File: src/cbat_pkg.sv
// Constants for the context bank attribute and translation check block.
// Assumes a 32-bit register port with byte addresses and word aligned registers.
package cbat_pkg;
  // Register areas, selected by address bits 11:8
  localparam logic [3:0] AREA_ATTR     = 4'h0;
  localparam logic [3:0] AREA_GLB      = 4'h1;
  localparam logic [3:0] AREA_TCR      = 4'h2;
  // Offsets inside the global area
  localparam logic [7:0] OFS_SCR1      = 8'h00;
  localparam logic [7:0] OFS_STATUS    = 8'h04;
  localparam logic [7:0] OFS_MASK      = 8'h08;
  localparam logic [7:0] OFS_CTXFLT    = 8'h0c;
  localparam logic [7:0] OFS_IDENT     = 8'h10;
  // Layout of bank_attribute_reg
  localparam int         ATTR_W        = 24;
  localparam int         VIRTUAL_MACHINE_TAG_LSB      = 0;
  localparam int         VIRTUAL_MACHINE_TAG_W        = 8;
  localparam int         S2B_LSB       = 8;
  localparam int         TYPE_LSB      = 16;
  localparam int         HYPC_BIT      = 18;
  localparam int         MATTR_LSB     = 20;
  localparam int         MATTR_W       = 4;
  // Bank type codes
  localparam logic [1:0] TYPE_S2       = 2'h0;
  localparam logic [1:0] TYPE_S1_BYP   = 2'h1;
  localparam logic [1:0] TYPE_S1_FLT   = 2'h2;
  localparam logic [1:0] TYPE_S1_NEST  = 2'h3;
  // Stage 2 allocation field codes
  localparam logic [1:0] ALLOC_PREV    = 2'h0;
  localparam logic [1:0] ALLOC_RSVD    = 2'h1;
  localparam logic [1:0] ALLOC_YES     = 2'h2;
  localparam logic [1:0] ALLOC_NO      = 2'h3;
  // Position of descriptor bits 63:60 within the 4-bit slice input
  localparam int         WRITE_ALLOC_CFG_LSB     = 2;
  localparam int         READ_ALLOC_CFG_LSB     = 0;
  // Layout of secure_config_reg_one and bank_translation_control_reg
  localparam int         NSNUM_W       = 7;
  localparam int         TCR_W         = 2;
  // Status bits
  localparam int         ST_W          = 4;
  localparam int         ST_INV        = 0;
  localparam int         ST_ASIZE      = 1;
  localparam int         ST_CFG        = 2;
  localparam int         ST_RSVD       = 3;
  // Reset values
  localparam logic [ATTR_W-1:0] ATTR_RST = 24'h000000;
  localparam logic [TCR_W-1:0]  TCR_RST  = 2'h0;
  localparam logic [ST_W-1:0]   ST_RST   = 4'h0;
endpackage : cbat_pkg

File: src/cbat_alloc_if.sv
// Interface between the translation check and one allocation hint resolver.
// Assumes the user end drives the hint and field, the resolver answers combinationally.
`timescale 1ns/10ps
interface cbat_alloc_if;
  logic       prev_hint;
  logic [1:0] cfg;
  logic       hint;
  logic       rsvd;
  modport resolver (input prev_hint, input cfg, output hint, output rsvd);
  modport user     (output prev_hint, output cfg, input hint, input rsvd);
endinterface : cbat_alloc_if

File: src/cbat_alloc_resolve.sv
// Resolves one stage 2 allocation field against the incoming hint.
// Assumes the caller forces the field to keep-previous when no stage 2 applies.
`timescale 1ns/10ps
module cbat_alloc_resolve (
  cbat_alloc_if.resolver ai
);
  // Field decode; reserved keeps the old hint and is flagged
  always_comb begin
    ai.rsvd = 1'b0;
    unique case (ai.cfg)
      cbat_pkg::ALLOC_PREV: ai.hint = ai.prev_hint;
      cbat_pkg::ALLOC_RSVD: begin
        ai.hint = ai.prev_hint;
        ai.rsvd = 1'b1;
      end
      cbat_pkg::ALLOC_YES:  ai.hint = 1'b1;
      cbat_pkg::ALLOC_NO:   ai.hint = 1'b0;
    endcase
  end
endmodule : cbat_alloc_resolve

File: src/cbat_top.sv
// Context bank attribute table with per-transaction translation checks.
// Assumes synchronous inputs on clk_in and a walker that consumes the response.
// Functional notes
// - One attribute register per implemented bank, same index as the bank.
// - Stage 1 attribute may name a second bank for stage 2 when nesting exists.
// - Stage 1 bypass applies no stage 2 but imposes stronger memory attributes.
// - Each bank drives its own context fault interrupt line.
// - Unimplemented attribute access reads zero, or raises a config fault.
// - Non-secure non-hypervisor stage 1 banks tag translations with the machine tag.
// - Cache maintenance through a bank matches on that bank's machine tag.
// - Bank-count override sets which attribute registers non-secure software sees.
// - Secure banks must be stage 1 with bypass; other types raise invalid context.
// - Secure translations never match on the machine tag; visibility is a choice.
// - A selected context triggers a table walk of one or two stages.
// - Descriptor bits 63:62 write-allocate, 61:60 read-allocate, four codes each.
// - Allocate and no-allocate codes override the incoming allocation hint.
// - No legacy memory domain access control in translation.
// - Input and output addresses are checked against implemented sizes.
// - Secure banks may fetch table descriptors from non-secure memory.
// - Two fetch security fields allow non-secure first level fetch, any format.
// - Secure translation becomes non-global if descriptor NS or fetched non-secure.
//
// Implementation choices: the strobed register port and the placing of the registers.
`timescale 1ns/10ps
module cbat_top #(
  parameter int NUM_BANKS      = 8,
  parameter int BW             = 3,
  parameter int IAS            = 40,
  parameter int OAS            = 40,
  parameter bit NESTED_OK      = 1'b1,
  parameter bit UNIMPL_FAULT   = 1'b0,
  parameter bit VIRTUAL_MACHINE_TAG_ON_SECURE = 1'b0
) (
  input  wire logic                 clk_in,
  input  wire logic                 reset_n_in,
  input  wire logic [11:0]          reg_addr_in,
  input  wire logic [31:0]          reg_wdata_in,
  input  wire logic                 reg_wr_in,
  input  wire logic                 reg_rd_in,
  input  wire logic                 reg_secure_in,
  output logic      [31:0]          reg_rdata_out,
  input  wire logic                 xlat_valid_in,
  input  wire logic [BW-1:0]        xlat_bank_in,
  input  wire logic                 xlat_secure_in,
  input  wire logic [47:0]          xlat_iaddr_in,
  input  wire logic [47:0]          xlat_oaddr_in,
  input  wire logic [3:0]           xlat_s2_desc_hi_in,
  input  wire logic                 xlat_wa_hint_in,
  input  wire logic                 xlat_ra_hint_in,
  input  wire logic [3:0]           xlat_attr_in,
  input  wire logic                 xlat_desc_ns_in,
  input  wire logic                 xlat_fetch_ns_in,
  input  wire logic                 xlat_ng_in,
  input  wire logic                 xlat_ttbr_sel_in,
  output logic                      resp_valid_out,
  output logic                      resp_fault_out,
  output logic      [1:0]           resp_stages_out,
  output logic      [BW-1:0]        resp_s2_bank_out,
  output logic      [7:0]           resp_virtual_machine_tag_out,
  output logic                      resp_match_virtual_machine_tag_out,
  output logic      [3:0]           resp_attr_out,
  output logic                      resp_wa_out,
  output logic                      resp_ra_out,
  output logic                      resp_alloc_rsvd_out,
  output logic                      resp_walk_ns_out,
  output logic                      resp_non_global_out,
  input  wire logic                 maint_valid_in,
  input  wire logic [BW-1:0]        maint_bank_in,
  output logic                      maint_valid_out,
  output logic      [7:0]           maint_virtual_machine_tag_out,
  output logic                      irq_out,
  output logic      [NUM_BANKS-1:0] ctx_irq_out
);
  localparam logic [47:0] IA_MASK = ~((48'h1 << IAS) - 48'h1);
  localparam logic [47:0] OA_MASK = ~((48'h1 << OAS) - 48'h1);
  localparam logic [cbat_pkg::NSNUM_W-1:0] NSNUM_RST = cbat_pkg::NSNUM_W'(NUM_BANKS);

  // Architectural state
  logic [cbat_pkg::ATTR_W-1:0]  attr_q [NUM_BANKS];
  logic [cbat_pkg::TCR_W-1:0]   tcr_q  [NUM_BANKS];
  logic [cbat_pkg::NSNUM_W-1:0] nsnum_q;
  logic [cbat_pkg::ST_W-1:0]    status_q;
  logic [cbat_pkg::ST_W-1:0]    mask_q;
  logic [cbat_pkg::ST_W-1:0]    st_set;
  logic [NUM_BANKS-1:0]         ctx_flt_q;
  logic [NUM_BANKS-1:0]         ctx_set;
  logic [31:0]                  rdata_d;

  // Register decode
  logic [3:0]                   area;
  logic [5:0]                   reg_idx;
  logic                         idx_impl;
  logic                         idx_sec;
  logic                         bank_acc;
  logic                         bank_ok;
  logic                         glb_hit;

  assign area     = reg_addr_in[11:8];
  assign reg_idx  = reg_addr_in[7:2];
  assign idx_impl = ({26'h0, reg_idx} < 32'(NUM_BANKS));
  // Banks at or above the override count belong to the secure world
  assign idx_sec  = ({1'b0, reg_idx} >= nsnum_q);
  assign bank_acc = (area == cbat_pkg::AREA_ATTR) || (area == cbat_pkg::AREA_TCR);
  // Non-secure access to a secure bank is silently read-as-zero
  assign bank_ok  = bank_acc && idx_impl && (reg_secure_in || !idx_sec);
  assign glb_hit  = (area == cbat_pkg::AREA_GLB);

  // Translation decode for the addressed bank
  logic [cbat_pkg::ATTR_W-1:0]  a;
  logic [1:0]                   a_type;
  logic                         a_hyp;
  logic [7:0]                   a_virtual_machine_tag;
  logic [3:0]                   a_mattr;
  logic                         x_impl;
  logic                         x_sec;
  logic                         nested;
  logic                         bypass;
  logic                         inv_ctx;
  logic                         asize_flt;
  logic                         walk_ns;
  logic                         x_fault;

  assign x_impl  = ({{(32-BW){1'b0}}, xlat_bank_in} < 32'(NUM_BANKS));
  assign a       = x_impl ? attr_q[xlat_bank_in] : cbat_pkg::ATTR_RST;
  assign a_type  = a[cbat_pkg::TYPE_LSB +: 2];
  assign a_hyp   = a[cbat_pkg::HYPC_BIT];
  assign a_virtual_machine_tag  = a[cbat_pkg::VIRTUAL_MACHINE_TAG_LSB +: cbat_pkg::VIRTUAL_MACHINE_TAG_W];
  assign a_mattr = a[cbat_pkg::MATTR_LSB +: cbat_pkg::MATTR_W];
  assign x_sec   = (cbat_pkg::NSNUM_W'(xlat_bank_in) >= nsnum_q);
  assign nested  = NESTED_OK && (a_type == cbat_pkg::TYPE_S1_NEST);
  assign bypass  = (a_type == cbat_pkg::TYPE_S1_BYP);

  // Invalid context: secure bank not bypass type, missing bank, fault type on any bank, unsupported nesting
  assign inv_ctx = (x_sec && (a_type != cbat_pkg::TYPE_S1_BYP))
                 || !x_impl
                 || (a_type == cbat_pkg::TYPE_S1_FLT)
                 || (!NESTED_OK && (a_type == cbat_pkg::TYPE_S1_NEST));

  // Both addresses checked; no domain check exists in this path
  assign asize_flt = ((xlat_iaddr_in & IA_MASK) != 48'h0)
                   || ((xlat_oaddr_in & OA_MASK) != 48'h0);
  assign x_fault   = inv_ctx || asize_flt;

  // Secure bank may walk non-secure tables via the selected fetch field
  assign walk_ns = x_sec && x_impl && tcr_q[xlat_bank_in][xlat_ttbr_sel_in];

  // Allocation hint resolvers, one per direction
  cbat_alloc_if wa_if ();
  cbat_alloc_if ra_if ();
  assign wa_if.prev_hint = xlat_wa_hint_in;
  assign ra_if.prev_hint = xlat_ra_hint_in;
  // Without stage 2 the fields carry no meaning
  assign wa_if.cfg = nested ? xlat_s2_desc_hi_in[cbat_pkg::WRITE_ALLOC_CFG_LSB +: 2] : cbat_pkg::ALLOC_PREV;
  assign ra_if.cfg = nested ? xlat_s2_desc_hi_in[cbat_pkg::READ_ALLOC_CFG_LSB +: 2] : cbat_pkg::ALLOC_PREV;

  cbat_alloc_resolve u_wa (
    .ai (wa_if.resolver)
  );
  cbat_alloc_resolve u_ra (
    .ai (ra_if.resolver)
  );

  // Bank attribute table; reset only gives a known value, software must program it
  always_ff @(posedge clk_in or negedge reset_n_in) begin
    if (!reset_n_in) begin
      for (int i = 0; i < NUM_BANKS; i++) begin
        attr_q[i] <= cbat_pkg::ATTR_RST;
      end
    end else if (reg_wr_in && bank_ok && (area == cbat_pkg::AREA_ATTR)) begin
      attr_q[reg_idx[BW-1:0]] <= reg_wdata_in[cbat_pkg::ATTR_W-1:0];
    end
  end

  // Table fetch security fields per bank
  always_ff @(posedge clk_in or negedge reset_n_in) begin
    if (!reset_n_in) begin
      for (int i = 0; i < NUM_BANKS; i++) begin
        tcr_q[i] <= cbat_pkg::TCR_RST;
      end
    end else if (reg_wr_in && bank_ok && (area == cbat_pkg::AREA_TCR)) begin
      tcr_q[reg_idx[BW-1:0]] <= reg_wdata_in[cbat_pkg::TCR_W-1:0];
    end
  end

  // Bank-count override, secure writers only
  always_ff @(posedge clk_in or negedge reset_n_in) begin
    if (!reset_n_in) begin
      nsnum_q <= NSNUM_RST;
    end else if (reg_wr_in && reg_secure_in && glb_hit
                 && (reg_addr_in[7:0] == cbat_pkg::OFS_SCR1)) begin
      nsnum_q <= reg_wdata_in[cbat_pkg::NSNUM_W-1:0];
    end
  end

  // Interrupt mask
  always_ff @(posedge clk_in or negedge reset_n_in) begin
    if (!reset_n_in) begin
      mask_q <= cbat_pkg::ST_RST;
    end else if (reg_wr_in && glb_hit && (reg_addr_in[7:0] == cbat_pkg::OFS_MASK)) begin
      mask_q <= reg_wdata_in[cbat_pkg::ST_W-1:0];
    end
  end

  // Status events
  always_comb begin
    st_set = cbat_pkg::ST_RST;
    st_set[cbat_pkg::ST_INV]   = xlat_valid_in && inv_ctx;
    st_set[cbat_pkg::ST_ASIZE] = xlat_valid_in && asize_flt;
    st_set[cbat_pkg::ST_RSVD]  = xlat_valid_in && (wa_if.rsvd || ra_if.rsvd);
    st_set[cbat_pkg::ST_CFG]   = UNIMPL_FAULT && bank_acc && !idx_impl
                               && (reg_wr_in || reg_rd_in);
  end

  // Sticky status; a new event wins over a same-cycle clear
  always_ff @(posedge clk_in or negedge reset_n_in) begin
    if (!reset_n_in) begin
      status_q <= cbat_pkg::ST_RST;
    end else if (reg_wr_in && glb_hit && (reg_addr_in[7:0] == cbat_pkg::OFS_STATUS)) begin
      status_q <= (status_q & ~reg_wdata_in[cbat_pkg::ST_W-1:0]) | st_set;
    end else begin
      status_q <= status_q | st_set;
    end
  end

  // Per-bank context fault events
  always_comb begin
    ctx_set = '0;
    for (int i = 0; i < NUM_BANKS; i++) begin
      ctx_set[i] = xlat_valid_in && x_fault && x_impl
                 && ({{(32-BW){1'b0}}, xlat_bank_in} == 32'(i));
    end
  end

  // Per-bank sticky fault, write one to clear, set wins
  always_ff @(posedge clk_in or negedge reset_n_in) begin
    if (!reset_n_in) begin
      ctx_flt_q <= '0;
    end else if (reg_wr_in && glb_hit && (reg_addr_in[7:0] == cbat_pkg::OFS_CTXFLT)) begin
      ctx_flt_q <= (ctx_flt_q & ~reg_wdata_in[NUM_BANKS-1:0]) | ctx_set;
    end else begin
      ctx_flt_q <= ctx_flt_q | ctx_set;
    end
  end

  assign ctx_irq_out = ctx_flt_q;
  assign irq_out     = |(status_q & mask_q);

  // Read mux; hidden or missing banks read as zero
  always_comb begin
    rdata_d = 32'h0;
    if (bank_ok && (area == cbat_pkg::AREA_ATTR)) begin
      rdata_d[cbat_pkg::ATTR_W-1:0] = attr_q[reg_idx[BW-1:0]];
    end else if (bank_ok && (area == cbat_pkg::AREA_TCR)) begin
      rdata_d[cbat_pkg::TCR_W-1:0] = tcr_q[reg_idx[BW-1:0]];
    end else if (glb_hit) begin
      unique case (reg_addr_in[7:0])
        cbat_pkg::OFS_SCR1: begin
          if (reg_secure_in) begin
            rdata_d[cbat_pkg::NSNUM_W-1:0] = nsnum_q;
          end
        end
        cbat_pkg::OFS_STATUS: rdata_d[cbat_pkg::ST_W-1:0] = status_q;
        cbat_pkg::OFS_MASK:   rdata_d[cbat_pkg::ST_W-1:0] = mask_q;
        cbat_pkg::OFS_CTXFLT: rdata_d[NUM_BANKS-1:0] = ctx_flt_q;
        // Visible bank count shrinks for non-secure readers
        cbat_pkg::OFS_IDENT: begin
          if (reg_secure_in || (nsnum_q > NSNUM_RST)) begin
            rdata_d[cbat_pkg::NSNUM_W-1:0] = NSNUM_RST;
          end else begin
            rdata_d[cbat_pkg::NSNUM_W-1:0] = nsnum_q;
          end
        end
        default: rdata_d = 32'h0;
      endcase
    end
  end

  // Read data stands only in the cycle after the strobe
  always_ff @(posedge clk_in or negedge reset_n_in) begin
    if (!reset_n_in) begin
      reg_rdata_out <= 32'h0;
    end else begin
      reg_rdata_out <= reg_rd_in ? rdata_d : 32'h0;
    end
  end

  // Translation response, one cycle after the request
  always_ff @(posedge clk_in or negedge reset_n_in) begin
    if (!reset_n_in) begin
      resp_valid_out      <= 1'b0;
      resp_fault_out      <= 1'b0;
      resp_stages_out     <= 2'h0;
      resp_s2_bank_out    <= '0;
      resp_virtual_machine_tag_out       <= 8'h00;
      resp_match_virtual_machine_tag_out <= 1'b0;
      resp_attr_out       <= 4'h0;
      resp_wa_out         <= 1'b0;
      resp_ra_out         <= 1'b0;
      resp_alloc_rsvd_out <= 1'b0;
      resp_walk_ns_out    <= 1'b0;
      resp_non_global_out <= 1'b0;
    end else begin
      resp_valid_out   <= xlat_valid_in;
      resp_fault_out   <= xlat_valid_in && x_fault;
      // No walk for a faulting context
      resp_stages_out  <= (!xlat_valid_in || x_fault) ? 2'h0 : (nested ? 2'h2 : 2'h1);
      resp_s2_bank_out <= nested ? a[cbat_pkg::S2B_LSB +: BW] : '0;
      // Tag is shown for secure banks only if chosen, never matched
      resp_virtual_machine_tag_out       <= (!x_sec || VIRTUAL_MACHINE_TAG_ON_SECURE) ? a_virtual_machine_tag : 8'h00;
      resp_match_virtual_machine_tag_out <= xlat_valid_in && !x_sec && !a_hyp;
      // Bypass imposes whichever type is stronger, lower code being stronger
      resp_attr_out <= (bypass && (a_mattr < xlat_attr_in)) ? a_mattr : xlat_attr_in;
      resp_wa_out         <= wa_if.hint;
      resp_ra_out         <= ra_if.hint;
      resp_alloc_rsvd_out <= wa_if.rsvd || ra_if.rsvd;
      resp_walk_ns_out    <= walk_ns;
      // Guards against a secure global entry that maps non-secure memory
      resp_non_global_out <= (xlat_secure_in && (xlat_desc_ns_in || xlat_fetch_ns_in || walk_ns))
                             ? 1'b1 : xlat_ng_in;
    end
  end

  // Maintenance lookup of the issuing bank's tag
  always_ff @(posedge clk_in or negedge reset_n_in) begin
    if (!reset_n_in) begin
      maint_valid_out <= 1'b0;
      maint_virtual_machine_tag_out  <= 8'h00;
    end else begin
      maint_valid_out <= maint_valid_in;
      maint_virtual_machine_tag_out  <= attr_q[maint_bank_in][cbat_pkg::VIRTUAL_MACHINE_TAG_LSB +: cbat_pkg::VIRTUAL_MACHINE_TAG_W];
    end
  end
endmodule : cbat_top

File: config.mk
export PLATFORM = sky130hd
export DESIGN_NAME = cbat_top
export DESIGN_NICKNAME = d
export VERILOG_FILES = /design/src/cbat_pkg.sv /design/src/cbat_alloc_if.sv /design/src/cbat_alloc_resolve.sv /design/src/cbat_top.sv
export SDC_FILE = /design/constraint.sdc
export NUM_CORES = 1
export LEC_CHECK = 0
export BUFFER_PORTS_ARGS = -buffer_cell sky130_fd_sc_hd__buf_2
export CORE_ASPECT_RATIO = 1.4
export CORE_MARGIN = 10
export CORE_UTILIZATION = 55
export CTS_CLUSTER_DIAMETER = 80
export DETAILED_ROUTE_END_ITERATION = 8
export MAX_ROUTING_LAYER = met4
export PLACE_DENSITY = 0.74
export RECOVER_POWER = 25
export SLEW_MARGIN = 15
export SYNTH_ARGS = -nofsm -noshare
export SYNTH_HDL_FRONTEND = slang
export SYNTH_HIERARCHICAL = 1
export SYNTH_SLANG_ARGS = --single-unit
File: constraint.sdc
create_clock -name clk_in -period 4.8 [get_ports clk_in]
set_input_delay 0 -clock clk_in [delete_from_list [all_inputs] [get_ports clk_in]]
set_output_delay 0 -clock clk_in [all_outputs]
set_load 0.02 [all_outputs]
==> results.md <==
- Status: complete, but fails checks
- Failing checks: capacitance limit, slew limit
- Vias per inst: approximately 6.2
- Most frequent cells in the layout: dfrtp_1 (288), mux2_2 (168), mux4_2 (104), buf_2 (94), nand2_1 (64)
- Die Wd: roughly 160 um
- CP required: about 5200 ps
- Slew Limit Fails: roughly 110
- Clock sinks: between 200 and 300
- Cell Area, Placed: approximately 16,000 um2
- Final core occ: 64.9%
- RR Startpoint: attr_q[40]$_DFFE_PN0P_
- H-tree depth: 1
- Sw Ratio: a little under a quarter
- DRT Pass-1 Iters: 7
- Max IR drop VDD: approximately 0.24 mV
- Power per Cell Area: between 200 and 300 nW/um2
- Final Cycle Share: between 70% and 80%
- Avg Inst Size Synth: between 10 and 15 um2
- Synth unique cells: 59
- IO buf count: between 100 and 150
- CTS Root Cell: clkbuf_16
- Via count: 9,536
- Crit. End Element: flip-flop
- Internal Dissipation: 3.88 mW
- Initial antenna violation count: 1
- Die Height: 213 um
- DPL Wire Length: ~24,000 um
- # resized after CTS: 0
- Total CTS buffers: 28
- Type of the worst min-delay path: in2reg
- Mapped Cells: slightly above 1,000
- Arr. time, crit path: around 4200 ps
- Clock slew at reported path FFs: 70 ps
- Syn. warnings: 6
- Endpoints failing setup: 0
- Reg power frac: between 40% and 50%
- Post-synthesis sequential area ratio: roughly 49%
- Hold Fails Final Rpt: 0
- Leakage: ~8.1 nW
- DRT antenna net count: 0
- Routed WL: ~38,000 um
- Post-route cell area: ~17,000 um2
- Initial Utilization: a little under three fifths
- Die area: 33,700 um2
- Clock Skew: 8.40 ps
- CP startpoint: attr_q[40]$_DFFE_PN0P_
- Hold path start: reg_addr_in[7]
- Number of remaining DRC errors: 0
- Vias in the first global route: about 10,000
- Post-Syn Area: 14,700 um2
- Max transition margin: -85.8%
- Comb power frac: between 7 and 8%
- Worst-Margin Slew: ~2800 ps
- Clk pwr share: between 40 and 50%
- Setup TNS: 0 ps
- NetSw: 1.19 mW
- Largest net degree at the start of global routing: 121
- Total GRT Usage: 23.1%
- GR Overflow Total: 0
- Asr flop ratio synth: 100%
- CTS tree: built
- Peak fanout along the critical path: 8
- Kind of critical path: reg2reg
- First-pass GRT wire length: 58,600 um
- CP startpoint kind: flip-flop
- Core area: between 20,000 and 30,000 um2
- Commonest non-fill, non-tap cell in the layout: dfrtp_1
- Rows: 70
- Skew-Pair Late Insertion Delay: 550 ps
- # nets final: approximately 1,400
- RSZ-0062 raised after global routing: no
- Layout cells sized above 1: 39.9%
- DRT iter0 DRCs: 612
- Area Overhead vs Synth: 15.8%
- Hold slack: approximately 29 ps
- Synthesized flop and latch total: between 200 and 300
- R2R Setup Slk: between 1000 and 1500 ps
- Fmax: around 270 MHz
- Routability Congestion: about 0.92
- Smallest setup slack after layout: roughly 1100 ps
- Crit path time final: ~3700 ps
- Buffer depth of the longest clock path: 3
- I/O pin cnt: ~240
- DR WL/cell: roughly 24 um
- Pre-CTS setup slack: approximately 1400 ps
- Predominant post-synthesis flop cell: dfrtp_1
- Number of synthesized flops with an enable pin: 0
- Max_cap viols: 1
[Yosys cell counts, types with 21 or more instances]
| cell | instances | area share [%] |
|---|---|---|
| a21oi_1 | 23 | 0.78 |
| buf_2 | 29 | 0.99 |
| clkbuf_1 | 23 | 0.59 |
| dfrtp_1 | 288 | 49 |
| inv_1 | 24 | 0.61 |
| mux2_1 | 21 | 1.6 |
| mux2_2 | 168 | 13 |
| mux2_4 | 40 | 4.1 |
| mux2i_1 | 27 | 1.8 |
| mux4_2 | 104 | 16 |
| nand2_1 | 64 | 1.6 |
| nor2_1 | 22 | 0.56 |
| o21ai_0 | 24 | 0.82 |
[worst max-delay path, cell delays in order (launching register included)]
cell and delay [ps]:
dfrtp_1 400, mux4_2 460, mux2i_1 320, nand2b_1 510, nor2_1 130, nor2b_1 160, dlygate4sd3_1 560, or2_2 310
a22o_1 220, dlygate4sd3_1 540
[path summary, 6_finish.rpt]
kind,cells past startpoint,end
max reg2reg,9,status_q[3]$_DFF_PN0_
min,5,reg_rdata_out[5]$_DFF_PN0_
max,9,status_q[3]$_DFF_PN0_
min in group asynchronous,2,reg_rdata_out[11]$_DFF_PN0_
min reg2reg,1,attr_q[12]$_DFFE_PN0P_
max in group asynchronous,3,resp_walk_ns_out$_DFF_PN0_
[layer usage]
metal / vias up / part of all wire (%) / global-route usage (%)
li1: 4156 / - / -
met4: 0 / 3.4 / 8.74
met1: 4965 / 39 / 27.6
met2: 323 / 52 / 39.4
met5: - / 0 / -
met3: 92 / 5.4 / 2.94
[power by group through the flow]
stage | logic, mW | clock network [mW] | registers [mW]
after floorplan | 0.178 | 0 | 2.53
after global placement | 0.348 | 0 | 2.52
after detailed placement | 0.351 | 0 | 2.52
after CTS | 0.383 | 2.25 | 2.47
after global routing | 0.411 | 2.35 | 2.47
final | 0.379 | 2.22 | 2.47
[final cells by class]
| class | instances | area, um2 |
|---|---|---|
| Antenna cell | 1 | 2.50 |
| Clock buffer | 43 | 858 |
| Clock inverter | 6 | 63.8 |
| Fill cell | 1879 | 9200 |
| Inverter | 25 | 93.8 |
| Multi-Input combinational cell | 624 | 6940 |
| Sequential cell | 289 | 7230 |
| Tap cell | 324 | 405 |
| Timing Repair Buffer | 222 | 1390 |
[what timing repair did]
item | CTS | global route
hold buffers | 56 | 0
endpoints found under the setup margin | 0 | 0
endpoints found under the hold margin | 364 | 0
buffers inserted | 0 | 0
[sequential cells by signal, indices dropped and copies added (netlist names)]
name                                cells
resp_attr_out                           4
resp_stages_out                         2
resp_ra_out                             1
resp_fault_out                          1
mask_q                                  4
maint_virtual_machine_tag_out           8
attr_q                                192
resp_wa_out                             1
resp_valid_out                          1
resp_alloc_rsvd_out                     1
reg_rdata_out                          24
resp_match_virtual_machine_tag_out      1
resp_walk_ns_out                        1
tcr_q                                  16
resp_virtual_machine_tag_out            8
maint_valid_out                         1
nsnum_q                                 7
resp_s2_bank_out                        3
resp_non_global_out                     1
status_q                                4
ctx_irq_out                             8
[cell families (layout without fill, tap and decap cells)]
group                    Yosys count  in the layout  synth area share, %
flip-flops                       289            289                 49.3
multiplexers                     363            363                 37.0
AO/OA/AOI/OAI                     91             91                 3.92
buffers and inverters            107            296                 3.63
adder cells (fa/ha/maj)           13             13                 1.09
AND/OR/NAND/NOR                  149            149                 5.07
other                              1              9               0.0256
[through the flow]
step | instances | total power [mW]
floorplan | 1020 | 2.70
global placement | 1428 | 2.86
detailed placement | 1428 | 2.87
CTS | 1533 | 5.11
global route | 1534 | 5.24
finish | 1534 | 5.07
(Power assumes the default switching activity.)
